File: config.mk
export PLATFORM = sky130hd
export DESIGN_NAME = bss_sequencer
export DESIGN_NICKNAME = d
export VERILOG_FILES = /design/src/shared/bss_pkg.sv /design/src/bss_sync.sv /design/src/bss_sequencer.sv
export SDC_FILE = /design/constraint.sdc
export NUM_CORES = 1
export LEC_CHECK = 0
export ABC_CLOCK_PERIOD_IN_PS = 9700
export BUFFER_PORTS_ARGS = -buffer_cell sky130_fd_sc_hd__buf_2
export CAP_MARGIN = 20
export CELL_PAD_IN_SITES_DETAIL_PLACEMENT = 1
export CELL_PAD_IN_SITES_GLOBAL_PLACEMENT = 2
export CORE_UTILIZATION = 35
export CTS_BUF_LIST = sky130_fd_sc_hd__clkbuf_8
export CTS_CLUSTER_DIAMETER = 80
export CTS_CLUSTER_SIZE = 24
export DETAILED_ROUTE_END_ITERATION = 7
export GPL_TIMING_DRIVEN = 0
export HOLD_SLACK_MARGIN = 0.15
export PLACE_DENSITY = 0.71
export SETUP_SLACK_MARGIN = 0.3
export SLEW_MARGIN = 0
export SYNTH_ARGS = -nofsm -noshare
export SYNTH_HDL_FRONTEND = slang
export SYNTH_SLANG_ARGS = --single-unit
export TNS_END_PERCENT = 30
File: constraint.sdc
create_clock -name i_mclk -period 9.7 [get_ports i_mclk]
set_clock_uncertainty 0.1 [all_clocks]
set_input_delay 0.485 -clock i_mclk [delete_from_list [all_inputs] [get_ports i_mclk]]
set_output_delay 0.485 -clock i_mclk [all_outputs]
set_load 0.01 [all_outputs]
File: src/shared/bss_pkg.sv
/*
 * Package for the ballast startup mode sequencer: modes, timing counts,
 * and the packed carriers for comparator inputs and switch outputs.
 * Assumes a 25 MHz system clock and comparator levels from analog blocks.
 */
package bss_pkg;

	localparam int CLK_HZ = 25000000;
	localparam int DEADTIME_NS = 1500;
	localparam int CLK_PERIOD_NS = 40;
	// Least time rounds up
	localparam int DEADTIME_CYC = (DEADTIME_NS + CLK_PERIOD_NS - 1) / CLK_PERIOD_NS;
	localparam int FAULT_EVENT_COUNT = 60;
	localparam int CNT_W = 6;
	// Half periods in clock cycles: soft start, preheat, run
	localparam int SOFT_HALF_CYC = 100;
	localparam int PREHEAT_HALF_CYC = 184;
	localparam int RUN_HALF_CYC = 275;
	localparam int SOFT_STEP_CYC = 4;
	localparam int HALF_W = 10;

	typedef enum logic [2:0] {
		BSS_LOCKOUT,
		BSS_PREHEAT,
		BSS_STRIKE,
		BSS_SETTLE,
		BSS_STEADY,
		BSS_FAULT
	} bss_mode_t;

	// Comparator results, all asynchronous to i_mclk
	typedef struct packed {
		logic supply_ok;
		logic bus_above_on;
		logic bus_below_off;
		logic sense_below_reset;
		logic sense_above_shutdown;
		logic high_side_ok;
		logic cph_above_two_thirds;
		logic cph_below_one_third;
		logic cph_above_half;
		logic cs_above_thresh;
	} bss_cmp_t;

	typedef struct packed {
		logic bottom_gate_drive;
		logic top_gate_drive;
		logic preheat_timer_discharge;
		logic ramp_control_ground;
		logic ramp_control_nudge;
	} bss_drv_t;

endpackage

File: src/bss_sync.sv
/*
 * Two-flop synchroniser for a vector of asynchronous levels.
 * Assumes inputs are quasi-static comparator levels.
 */
`timescale 1ns/1ns
module bss_sync #(
	parameter int W = 1
) (
	input wire logic i_mclk,
	input wire logic i_reset_n,
	input wire logic [W-1:0] i_async,
	output logic [W-1:0] o_sync
);

	logic [W-1:0] meta_r;
	logic [W-1:0] sync_r;

	always_ff @(posedge i_mclk or negedge i_reset_n) begin
		if (!i_reset_n) begin
			meta_r <= '0;
			sync_r <= '0;
		end else begin
			meta_r <= i_async;
			sync_r <= meta_r;
		end
	end

	assign o_sync = sync_r;

endmodule

File: src/bss_sequencer.sv
/*
 * Startup mode sequencer for a half-bridge ballast: lockout, preheat,
 * strike, settle, steady and fault, plus gate drive with deadtime and
 * the over-current event counter.
 * Assumes i_reset_n is the supply lockout and comparators are asynchronous.
 */
`timescale 1ns/1ns
// Operation
// Start only with supply, bus, sense good
// Top drive waits for high-side supply
// Complementary 50% drive with 1.5us deadtime
// Lockout: drives low, timer grounded
// Preheat releases timer ground switch
// Soft start, step to preheat, ramp grounded
// Preheat ends at two thirds supply
// Preheat enables over-current counter
// First two-thirds discharges timer to third
// Strike releases ramp ground switch
// Strike over-current nudges ramp each cycle
// Strike ends when timer reaches half
// Settle: single over-current means fault
// Second two-thirds enters steady, counter on
// Counter up/down, 60 events latch fault
// Counter disabled during strike
// Synchronised comparators, lockout on supply loss
module bss_sequencer #(
	parameter int DEAD_CYC = bss_pkg::DEADTIME_CYC,
	parameter int EVENTS = bss_pkg::FAULT_EVENT_COUNT
) (
	input wire logic i_mclk,
	input wire logic i_reset_n,
	input wire bss_pkg::bss_cmp_t i_cmp,
	output bss_pkg::bss_drv_t o_drv,
	output bss_pkg::bss_mode_t o_mode,
	output logic [bss_pkg::CNT_W-1:0] o_fault_event_count
);

	localparam logic [bss_pkg::HALF_W-1:0] SOFT_H = bss_pkg::HALF_W'(bss_pkg::SOFT_HALF_CYC);
	localparam logic [bss_pkg::HALF_W-1:0] PH_H = bss_pkg::HALF_W'(bss_pkg::PREHEAT_HALF_CYC);
	localparam logic [bss_pkg::HALF_W-1:0] RUN_H = bss_pkg::HALF_W'(bss_pkg::RUN_HALF_CYC);
	localparam logic [bss_pkg::HALF_W-1:0] STEP = bss_pkg::HALF_W'(bss_pkg::SOFT_STEP_CYC);
	localparam logic [bss_pkg::HALF_W-1:0] DEAD = bss_pkg::HALF_W'(DEAD_CYC);
	localparam logic [bss_pkg::CNT_W-1:0] EV_MAX = bss_pkg::CNT_W'(EVENTS);

	bss_pkg::bss_cmp_t cmp;

	// two-flop synchronisers
	bss_sync #(.W($bits(bss_pkg::bss_cmp_t))) u_sync (
		.i_mclk(i_mclk),
		.i_reset_n(i_reset_n),
		.i_async(i_cmp),
		.o_sync(cmp)
	);

	bss_pkg::bss_mode_t mode_r, mode_nxt;
	logic [bss_pkg::HALF_W-1:0] half_r, half_nxt;
	logic [bss_pkg::HALF_W-1:0] tick_r, tick_nxt;
	logic phase_r, phase_nxt;
	logic hs_on_r, hs_on_nxt;
	logic cph_dis_r, cph_dis_nxt;
	logic oc_seen_r, oc_seen_nxt;
	logic [bss_pkg::CNT_W-1:0] cnt_r, cnt_nxt;
	logic lo_r, lo_nxt;
	logic ho_r, ho_nxt;
	logic nudge_r, nudge_nxt;
	logic cycle_end;
	logic switching;
	logic oc_now;

	assign switching = (mode_r != bss_pkg::BSS_LOCKOUT) && (mode_r != bss_pkg::BSS_FAULT);
	// One bottom-drive cycle ends where low phase ends
	assign cycle_end = switching && phase_r && (tick_r + 1'b1 >= half_r);
	// Event on the last low-side tick still counts, though clear beats set in oc_seen_r
	assign oc_now = oc_seen_r || (lo_r && cmp.cs_above_thresh);

	always_comb begin
		mode_nxt = mode_r;
		half_nxt = half_r;
		tick_nxt = tick_r;
		phase_nxt = phase_r;
		hs_on_nxt = hs_on_r;
		cph_dis_nxt = cph_dis_r;
		oc_seen_nxt = oc_seen_r;
		cnt_nxt = cnt_r;
		lo_nxt = 1'b0;
		ho_nxt = 1'b0;
		nudge_nxt = 1'b0;
		// Bus drop or shutdown restarts from the beginning
		if (switching && (cmp.bus_below_off || cmp.sense_above_shutdown)) begin
			mode_nxt = bss_pkg::BSS_LOCKOUT;
		end else begin
			unique case (mode_r)
				bss_pkg::BSS_LOCKOUT: begin
					// oscillator stopped, counter cleared
					tick_nxt = '0;
					phase_nxt = 1'b1;
					hs_on_nxt = 1'b0;
					cph_dis_nxt = 1'b0;
					cnt_nxt = '0;
					oc_seen_nxt = 1'b0;
					// three start conditions
					if (cmp.supply_ok && cmp.bus_above_on && cmp.sense_below_reset) begin
						mode_nxt = bss_pkg::BSS_PREHEAT;
						// soft-start frequency first
						half_nxt = SOFT_H;
					end
				end
				bss_pkg::BSS_PREHEAT: begin
					// two thirds ends preheat
					if (cmp.cph_above_two_thirds) begin
						mode_nxt = bss_pkg::BSS_STRIKE;
						// discharge to one third
						cph_dis_nxt = 1'b1;
						cnt_nxt = '0;
					end
				end
				bss_pkg::BSS_STRIKE: begin
					// release once at one third
					if (cph_dis_r && cmp.cph_below_one_third) begin
						cph_dis_nxt = 1'b0;
					end
					// half supply ends strike
					if (!cph_dis_r && cmp.cph_above_half) begin
						mode_nxt = bss_pkg::BSS_SETTLE;
					end
				end
				bss_pkg::BSS_SETTLE: begin
					// single event faults
					if (cycle_end && oc_now) begin
						mode_nxt = bss_pkg::BSS_FAULT;
					end else if (cmp.cph_above_two_thirds) begin
						// second crossing, counter re-enabled
						mode_nxt = bss_pkg::BSS_STEADY;
						cnt_nxt = '0;
					end
				end
				bss_pkg::BSS_STEADY: begin
				end
				bss_pkg::BSS_FAULT: begin
					// drives latched low until lockout
					hs_on_nxt = 1'b0;
				end
			endcase
		end
		if (switching && mode_nxt != bss_pkg::BSS_LOCKOUT) begin
			// step down from soft start to preheat
			if (mode_r == bss_pkg::BSS_PREHEAT && cycle_end && half_r < PH_H) begin
				half_nxt = (PH_H - half_r > STEP) ? half_r + STEP : PH_H;
			end
			// ramp released, frequency sweeps toward run
			if (mode_r != bss_pkg::BSS_PREHEAT && cycle_end && half_r < RUN_H) begin
				half_nxt = half_r + 1'b1;
			end
			// over-current in strike raises frequency
			if (mode_r == bss_pkg::BSS_STRIKE && cycle_end && oc_now) begin
				nudge_nxt = 1'b1;
				if (half_r > PH_H) begin
					half_nxt = half_r - STEP;
				end
			end
			// high side joins once its supply is up
			// Only at a half boundary, so its first pulse is full width
			if (cmp.high_side_ok && tick_r == '0) begin
				hs_on_nxt = 1'b1;
			end
			// Over-current only counts while bottom drive is on
			if (lo_r && cmp.cs_above_thresh) begin
				oc_seen_nxt = 1'b1;
			end
			if (cycle_end) begin
				oc_seen_nxt = 1'b0;
				// counter runs in preheat and steady
				// frozen in strike
				if (mode_r == bss_pkg::BSS_PREHEAT || mode_r == bss_pkg::BSS_STEADY) begin
					// up on event, down otherwise
					if (oc_now) begin
						cnt_nxt = cnt_r + 1'b1;
						if (cnt_r + 1'b1 >= EV_MAX) begin
							mode_nxt = bss_pkg::BSS_FAULT;
						end
					end else if (cnt_r != '0) begin
						cnt_nxt = cnt_r - 1'b1;
					end
				end
			end
			// equal halves, deadtime at start of each
			if (tick_r + 1'b1 >= half_r) begin
				tick_nxt = '0;
				phase_nxt = !phase_r;
			end else begin
				tick_nxt = tick_r + 1'b1;
			end
			if (mode_nxt != bss_pkg::BSS_FAULT && tick_r >= DEAD) begin
				lo_nxt = phase_r;
				ho_nxt = !phase_r && hs_on_r;
			end
		end
	end

	// asynchronous lockout on supply loss
	always_ff @(posedge i_mclk or negedge i_reset_n) begin
		if (!i_reset_n) begin
			mode_r <= bss_pkg::BSS_LOCKOUT;
			half_r <= '0;
			tick_r <= '0;
			phase_r <= 1'b1;
			hs_on_r <= 1'b0;
			cph_dis_r <= 1'b0;
			oc_seen_r <= 1'b0;
			cnt_r <= '0;
			lo_r <= 1'b0;
			ho_r <= 1'b0;
			nudge_r <= 1'b0;
		end else begin
			mode_r <= mode_nxt;
			half_r <= half_nxt;
			tick_r <= tick_nxt;
			phase_r <= phase_nxt;
			hs_on_r <= hs_on_nxt;
			cph_dis_r <= cph_dis_nxt;
			oc_seen_r <= oc_seen_nxt;
			cnt_r <= cnt_nxt;
			lo_r <= lo_nxt;
			ho_r <= ho_nxt;
			nudge_r <= nudge_nxt;
		end
	end

	always_comb begin
		o_drv.bottom_gate_drive = lo_r;
		o_drv.top_gate_drive = ho_r;
		// timer grounded in lockout and fault
		// released in preheat
		o_drv.preheat_timer_discharge = (mode_r == bss_pkg::BSS_LOCKOUT) ||
			(mode_r == bss_pkg::BSS_FAULT) || cph_dis_r;
		// ramp grounded in preheat
		o_drv.ramp_control_ground = (mode_r == bss_pkg::BSS_LOCKOUT) ||
			(mode_r == bss_pkg::BSS_PREHEAT) || (mode_r == bss_pkg::BSS_FAULT);
		o_drv.ramp_control_nudge = nudge_r;
	end
	assign o_mode = mode_r;
	assign o_fault_event_count = cnt_r;

	property p_no_overlap;
		@(posedge i_mclk) disable iff (!i_reset_n) !(lo_r && ho_r);
	endproperty
	a_no_overlap: assert property (p_no_overlap) else $error("drives overlap");

	property p_dead_lo_ho;
		@(posedge i_mclk) disable iff (!i_reset_n) $fell(lo_r) |-> !ho_r [*8];
	endproperty
	a_dead_lo_ho: assert property (p_dead_lo_ho) else $error("deadtime short");

	property p_lockout_low;
		@(posedge i_mclk) disable iff (!i_reset_n)
			mode_r == bss_pkg::BSS_LOCKOUT |-> ##1 (!lo_r && !ho_r);
	endproperty
	a_lockout_low: assert property (p_lockout_low) else $error("drive in lockout");

	property p_start;
		@(posedge i_mclk) disable iff (!i_reset_n)
			$rose(mode_r == bss_pkg::BSS_PREHEAT) |-> $past(cmp.supply_ok && cmp.bus_above_on
			&& cmp.sense_below_reset);
	endproperty
	a_start: assert property (p_start) else $error("bad start");

	property p_ho_needs_hs;
		@(posedge i_mclk) disable iff (!i_reset_n) ho_r |-> hs_on_r;
	endproperty
	a_ho_needs_hs: assert property (p_ho_needs_hs) else $error("top early");

	property p_ramp_preheat;
		@(posedge i_mclk) disable iff (!i_reset_n)
			mode_r == bss_pkg::BSS_PREHEAT |-> o_drv.ramp_control_ground;
	endproperty
	a_ramp_preheat: assert property (p_ramp_preheat) else $error("ramp free");

	property p_strike_cnt;
		@(posedge i_mclk) disable iff (!i_reset_n)
			mode_r == bss_pkg::BSS_STRIKE && $past(mode_r == bss_pkg::BSS_STRIKE)
			|-> cnt_r == $past(cnt_r);
	endproperty
	a_strike_cnt: assert property (p_strike_cnt) else $error("count in strike");

	property p_cnt_fault;
		@(posedge i_mclk) disable iff (!i_reset_n)
			mode_r == bss_pkg::BSS_STEADY && cnt_r == EV_MAX - 1 && cycle_end && oc_seen_r
			|-> ##1 mode_r == bss_pkg::BSS_FAULT;
	endproperty
	a_cnt_fault: assert property (p_cnt_fault) else $error("no fault at 60");

	property p_fault_latched;
		@(posedge i_mclk) disable iff (!i_reset_n)
			mode_r == bss_pkg::BSS_FAULT |-> ##1 (!lo_r && !ho_r);
	endproperty
	a_fault_latched: assert property (p_fault_latched) else $error("drive in fault");

	c_strike: cover property (@(posedge i_mclk) disable iff (!i_reset_n)
		mode_r == bss_pkg::BSS_STRIKE ##1 mode_r == bss_pkg::BSS_SETTLE);
	c_steady: cover property (@(posedge i_mclk) disable iff (!i_reset_n)
		mode_r == bss_pkg::BSS_STEADY);
	c_fault: cover property (@(posedge i_mclk) disable iff (!i_reset_n)
		mode_r == bss_pkg::BSS_FAULT);

endmodule

==> metrics, run 1 <==
status=finished, final reports clean; die height=107 um; FF-to-FF End=o_fault_event_count[1]$_DFF_PN0_; DR WL/cell=18.7 um; number of flops mapped to enable cells by yosys=0; pre-CTS setup slack=5560 ps; Worst path max stage delay=between 700 and 800 ps; worst-path cell chain=clkbuf_1 -> nand2_1 -> nor2_1 -> and3_1 -> nand3_1 -> xnor2_1 -> ha_1 -> nand4_1 -> a211oi_2 -> nor3_1 -> a211oi_2 -> a21oi_2 -> a211oi_1 -> a311o_1; FF-to-FF Start=tick_r[2]$_DFFE_PN0P_; Synth area leaders=dfrtp_1, ha_1, nor2_1; slowest stage cell, crit path=nor3_1; Worst Hold Class=reg -> reg; worst slew pin tran=945 ps; FF-to-FF setup slack=5600 ps; leading area contributor after synthesis=dfrtp_1; Via density=5.72; total gr overflow=0; first-pass GRT wire length=18800 um; die width=107 um; DRC Markers=0; asr flop ratio synth=1.00; Post-CTS Resized=0; Setup crit end=o_fault_event_count[1]$_DFF_PN0_; post-synth top area share=0.358; Setup TNS Final=0 ps; commonest cells in the netlist=dfrtp_1, nor2_1, nand2_1, nand3_1, o21ai_0; CP most frequent cell=a211oi_2; die area=11400 um2; Critical Path RT=9820 ps; R2R depth=14; clk slew on worst S/H paths=roughly 110 ps; unrepaired setup endpoints after global routing=no; Startpoint Class=flip-flop; HPWL after DPL=8410 um; initial detailed-routing violation count=121; CP max FO=8; register area share after synthesis=0.365; via count=between 3000 and 4000; I/O Buffers=25; Post-CTS Setup Repair Bufs=0; MaxCap Viol Count=0; Final period util=0.423; diode count=0; Crit. path cell count=14; CP startpoint=tick_r[2]$_DFFE_PN0P_; Sink Count=56; area delta synth->final=14.1%; initial antenna violation count=0; ys flop type=dfrtp_1; Worst Path Buf+Inv=1; final worst path period need=approximately 4000 ps; Reg area=1400 um2; Final ANT Viol Nets=0; clk buf depth=2; layout cells sized above 1=0.164; relative slew slack=0.370; Yosys reg bits=56; Gate Count Post-Synth=approximately 420; Fin. Hold Viols=0; CTS root buf=clkbuf_8; nets@finish=497; Synth Cell Area=3840 um2; CP Capture Type=flip-flop; Worst VDD drop=approximately 80 uV; routability cong.=0.807; CTS Buf Count=5; FP Rows=37; Core Region=10500 um2; crit-path leading delay family=simple AND/OR/NAND/NOR gates; Distinct cells, synth=79; CTS tree=built; Max Transition Viols Final=0; YS warnings=0; worst skew pair latency=330 ps; Pre-antenna DRT Iters=4; GRT Overall Usage=0.212; final worst slack=5600 ps; vias in the first global route=3458; WL final=11200 um; area occupied by multi-input gates=2220 um2; top-count cell post-synth=dfrtp_1; largest net degree at the start of global routing=39; Top Ports=26; # H-tree levels=2; Crit Path Class=reg -> reg; count of final setup violators=0; Syn Nets=453; leakage=approximately 1.8 nW; power per standard cell area=about 160 nW/um2; Starting Density=0.367; Max Freq=244 MHz; Crit path arrival time=4230 ps; Syn Area/Cell=about 9.2 um2; Fill cells=~1200
==> placed cells by master, fill, tap and decap left out, drive strengths merged, types with 2 or more instances in the layout <==
cell         instances
or3                  4
and4                 2
nor4                 4
a21boi               4
nand2               27
a2111oi              2
ha                  22
a32o                 6
o41ai                3
clkbuf              11
nand3               26
o22ai                6
a21oi               20
nor3                19
o31ai                7
a211oi               7
xor2                 4
dlygate4sd3         11
nor4b                3
nand4                9
and3                 3
nand2b              10
a22o                 2
nor2b                4
o21ai               31
or4                  2
o211ai               4
o2111ai              2
nor2                38
nor3b                4
dfrtp               55
inv                 23
a21o                 3
a221o                3
xnor2               11
buf                 42
a311o                2
a31oi                3
a311oi               4
==> stage by stage <==
stage	instances	area (um2)	util	hold slack [ps]	power, mW
global route	600	4380	0.419	266	0.736
finish	600	4380	0.419	244	0.687
CTS	599	4370	0.418	154	0.700
detailed placement	581	4160	0.398	237	0.525
global placement	580	4140	0.396	232	0.520
floorplan	419	3840	-	89.4	0.444
==> sequential cells by signal (all words and copies together), names as in the netlist <==
register	flops
u_sync.meta_r	10
oc_seen_r	1
nudge_r	1
o_fault_event_count	6
half_r	10
cph_dis_r	1
tick_r	10
o_mode	3
lo_r	1
hs_on_r	1
phase_r	1
u_sync.o_sync	10
ho_r	1
==> cell type report <==
| type | instances | share of cell area |
|---|---|---|
| well taps | 136 | 0.0388 |
| plain buffers | 22 | 0.0311 |
| flip-flops and latches | 56 | 0.320 |
| clock buffers | 5 | 0.0157 |
| inverters | 22 | 0.0188 |
| multi-input cells | 319 | 0.507 |
| repair buffers | 37 | 0.0582 |
| clock inverters | 3 | 0.0106 |
==> routing by layer <==
| metal | global-route usage | vias up | wire length (um) |
|---|---|---|---|
| li1 | - | 1655 | - |
| met1 | 0.291 | 1703 | 5420 |
| met2 | 0.353 | 61 | 5330 |
| met3 | 0.0243 | 11 | 314 |
| met4 | 0.0558 | 0 | 153 |
| met5 | 0 | - | 0 |
==> worst min-delay path by stage <==
stage	from	end	slack, ps	depth (start not counted)
3_5_place_dp	u_sync.meta_r[1]$_DFF_PN0_	u_sync.o_sync[1]$_DFF_PN0_	240	0
3_3_place_gp	u_sync.meta_r[1]$_DFF_PN0_	u_sync.o_sync[1]$_DFF_PN0_	230	0
2_1_floorplan	i_reset_n	cph_dis_r$_DFFE_PN0P_	90	0
4_1_cts	i_cmp[7]	u_sync.meta_r[7]$_DFF_PN0_	150	1
5_1_grt	u_sync.meta_r[2]$_DFF_PN0_	u_sync.o_sync[2]$_DFF_PN0_	270	0
6_report	u_sync.meta_r[9]$_DFF_PN0_	u_sync.o_sync[9]$_DFF_PN0_	240	0
==> report_power, final <==
part	switching, mW	internal, mW
logic	0.168	0.0881
registers	0.0158	0.250
clock network	0.0873	0.0780
==> worst register-to-register path: cells and delay by family, from the launching register on <==
| family | cells | cell delay, ps |
|---|---|---|
| AO/OA/AOI/OAI | 5 | 1080 |
| XOR/XNOR | 1 | 230 |
| adder cells (fa/ha/maj) | 1 | 290 |
| buffers and inverters | 1 | 280 |
| flip-flops | 1 | 340 |
| AND/OR/NAND/NOR | 6 | 1670 |
==> repair_timing <==
item,in CTS,in global routing
hold buffers,10,1
setup endpoints to repair,0,0
hold endpoints to repair,26,1
==> logic make-up (layout without fill, tap and decap cells) <==
family,Yosys count,in the layout,synth area share
AOI/OAI and AO/OA,122,122,0.238
xor gates and xnor gates,15,15,0.0342
adders and majority gates,22,22,0.0716
buffers and inverters,44,89,0.0570
DFF,56,56,0.365
muxes,2,2,0.00553
and+or+nand+nor,158,158,0.229
Power figures use the tool's default switching activity.
==> run 2: changes to the inputs <==
--- a/config.mk
+++ b/config.mk
@@ -5,7 +5,7 @@
 export SDC_FILE = /design/constraint.sdc
 export NUM_CORES = 1
 export LEC_CHECK = 0
-export ABC_CLOCK_PERIOD_IN_PS = 9700
+export ABC_CLOCK_PERIOD_IN_PS = 3700
 export BUFFER_PORTS_ARGS = -buffer_cell sky130_fd_sc_hd__buf_2
 export CAP_MARGIN = 20
 export CELL_PAD_IN_SITES_DETAIL_PLACEMENT = 1
@@ -17,7 +17,7 @@
 export DETAILED_ROUTE_END_ITERATION = 7
 export GPL_TIMING_DRIVEN = 0
 export HOLD_SLACK_MARGIN = 0.15
-export PLACE_DENSITY = 0.71
+export PLACE_DENSITY = 0.74
 export SETUP_SLACK_MARGIN = 0.3
 export SLEW_MARGIN = 0
 export SYNTH_ARGS = -nofsm -noshare
==> constraint.sdc (replaced) <==
create_clock -name i_mclk -period 3.7 [get_ports i_mclk]
set_clock_uncertainty 0.1 [all_clocks]
set_input_delay 0.185 -clock i_mclk [delete_from_list [all_inputs] [get_ports i_mclk]]
set_output_delay 0.185 -clock i_mclk [all_outputs]
set_load 0.01 [all_outputs]
==> run 2 against run 1 <==
Against the previous run:
- sequential power rose to 2.6 times the previous value
- maximum frequency rose by 23%
- critical path type unchanged
- global-route usage grew 0.40 points
==> metrics, run 2 (synthesis gave the netlist of run 1 again) <==
status=finished, final reports clean; Fill cells=1255; CTS tree=built; clk slew on worst S/H paths=120 ps; Core Region=10500 um2; worst skew pair latency=320 ps; Starting Density=0.367; CTS Buf Count=5; largest net degree at the start of global routing=37; clk buf depth=2; Crit path arrival time=3450 ps; R2R depth=14; first-pass GRT wire length=19100 um; commonest non-fill, non-tap cell in the layout=dfrtp_1; DR WL/cell=19.0 um; CP max FO=7; total gr overflow=0; FF-to-FF Start=tick_r[1]$_DFFE_PN0P_; die height=107 um; Sink Count=56; FP Rows=37; routability cong.=0.825; layout cells sized above 1=0.246; Startpoint Class=flip-flop; CTS root buf=clkbuf_8; FF-to-FF setup slack=370 ps; nets@finish=521; final non-filler cell total=between 600 and 700; DRC Markers=0; initial antenna violation count=0; GRT Overall Usage=0.216; power per standard cell area=371 nW/um2; Critical Path RT=3830 ps; leakage=between 1.5 and 2 nW; WL final=between 10000 and 15000 um; count of final setup violators=0; Crit Path Class=reg -> reg; Fin. Hold Viols=0; MaxCap Viol Count=0; relative slew slack=0.355; most frequent cells in the layout=dfrtp_1, nor2_1, buf_2; worst slew pin tran=967 ps; unrepaired setup endpoints after global routing=yes; die width=107 um; via count=3569; Final period util=0.899; initial detailed-routing violation count=139; final worst path period need=roughly 3300 ps; Setup TNS Final=0 ps; die area=11400 um2; Top Ports=26; Worst VDD drop=229 uV; Max Freq=301 MHz; diode count=0; vias in the first global route=about 3600; post-placement cell count=about 580; Via density=5.72; I/O Buffers=25; Pre-antenna DRT Iters=4; Final ANT Viol Nets=0; HPWL after DPL=8470 um; Max Transition Viols Final=0; CP Capture Type=flip-flop; Worst Hold Class=in -> async; FF-to-FF End=half_r[5]$_DFF_PN0_; area delta synth->final=22.9%; # H-tree levels=2; hold slack=253 ps
==> run 2: changes by cell type in the layout (fill, tap and decap cells not counted), moves of 3 or more <==
cell / delta
dfrtp_1: -4
buf_6: +3
nand3_4: +3
o21ai_4: +3
dfrtp_2: +4
o21ai_2: -3
nand3_1: -4
buf_4: +24
==> run 2: through the flow <==
stage               total power [mW]  cell area [um2]  setup WS (ps)  utilization
finish                          1.75             4730            373        0.452
global placement                1.36             4140           -339        0.396
global route                    1.88             4730            199        0.452
floorplan                       1.16             3840            400            -
CTS                             1.76             4520            271        0.432
detailed placement              1.38             4160           -457        0.398
==> run 2: area by class of cell <==
type | instances | area [um2] | share of cell area
Clock inverter | 3 | 22.5 | 0.00477
Inverter | 22 | 82.6 | 0.0175
Tap cell | 136 | 170 | 0.0360
Clock buffer | 5 | 68.8 | 0.0146
Sequential cell | 56 | 1410 | 0.298
Multi-Input combinational cell | 319 | 2380 | 0.504
Timing Repair Buffer | 61 | 439 | 0.0929
Buffer | 22 | 153 | 0.0323
==> run 2: where the power goes <==
part	internal, mW	switching (mW)	total (mW)	leakage, nW
sequential	0.655	0.0460	0.701	0.706
combinational	0.242	0.455	0.696	1.21
clock	0.137	0.219	0.356	0.0485
total	1.03	0.720	1.75	1.96
==> run 2: critical path: stages, from the launching register on <==
cell and delay [ps]:
dfrtp_2 450, nand3_4 100, nor2_4 110, and3_4 230
nand3_4 80, xnor2_2 160, ha_1 310, nand4_1 160
a211oi_2 80, or3_1 390, buf_6 150, o211ai_1 330
a311o_1 230, a21oi_1 40, a311oi_1 310
==> run 2: how the worst max path moves through the flow <==
stage                          startpoint  slack [ps]                               end  depth (start not counted)
floorplan           tick_r[2]$_DFFE_PN0P_         400  o_fault_event_count[1]$_DFF_PN0_                         15
global placement    tick_r[2]$_DFFE_PN0P_        -340  o_fault_event_count[1]$_DFF_PN0_                         14
detailed placement  tick_r[2]$_DFFE_PN0P_        -460  o_fault_event_count[1]$_DFF_PN0_                         14
CTS                 tick_r[2]$_DFFE_PN0P_         270               half_r[7]$_DFF_PN0_                         16
global route        tick_r[2]$_DFFE_PN0P_         200               half_r[5]$_DFF_PN0_                         15
finish              tick_r[1]$_DFFE_PN0P_         370               half_r[5]$_DFF_PN0_                         14
==> run 2: timing repair <==
action / CTS / global route
endpoints found under the hold margin: 31 / 0
buffers inserted: 12 / 12
pin swaps: 8 / 14
hold buffers: 11 / 0
gates resized for setup: 19 / 22
setup endpoints to repair: 34 / 19
==> run 2: routing by layer <==
| layer | GRT usage | share of wire | up-vias |
|---|---|---|---|
| li1 | - | - | 1694 |
| met1 | 0.295 | 0.49 | 1809 |
| met3 | 0.0261 | 0.027 | 8 |
| met4 | 0.0568 | 0.0080 | 0 |
| met2 | 0.360 | 0.48 | 58 |
| met5 | 0 | 0 | - |
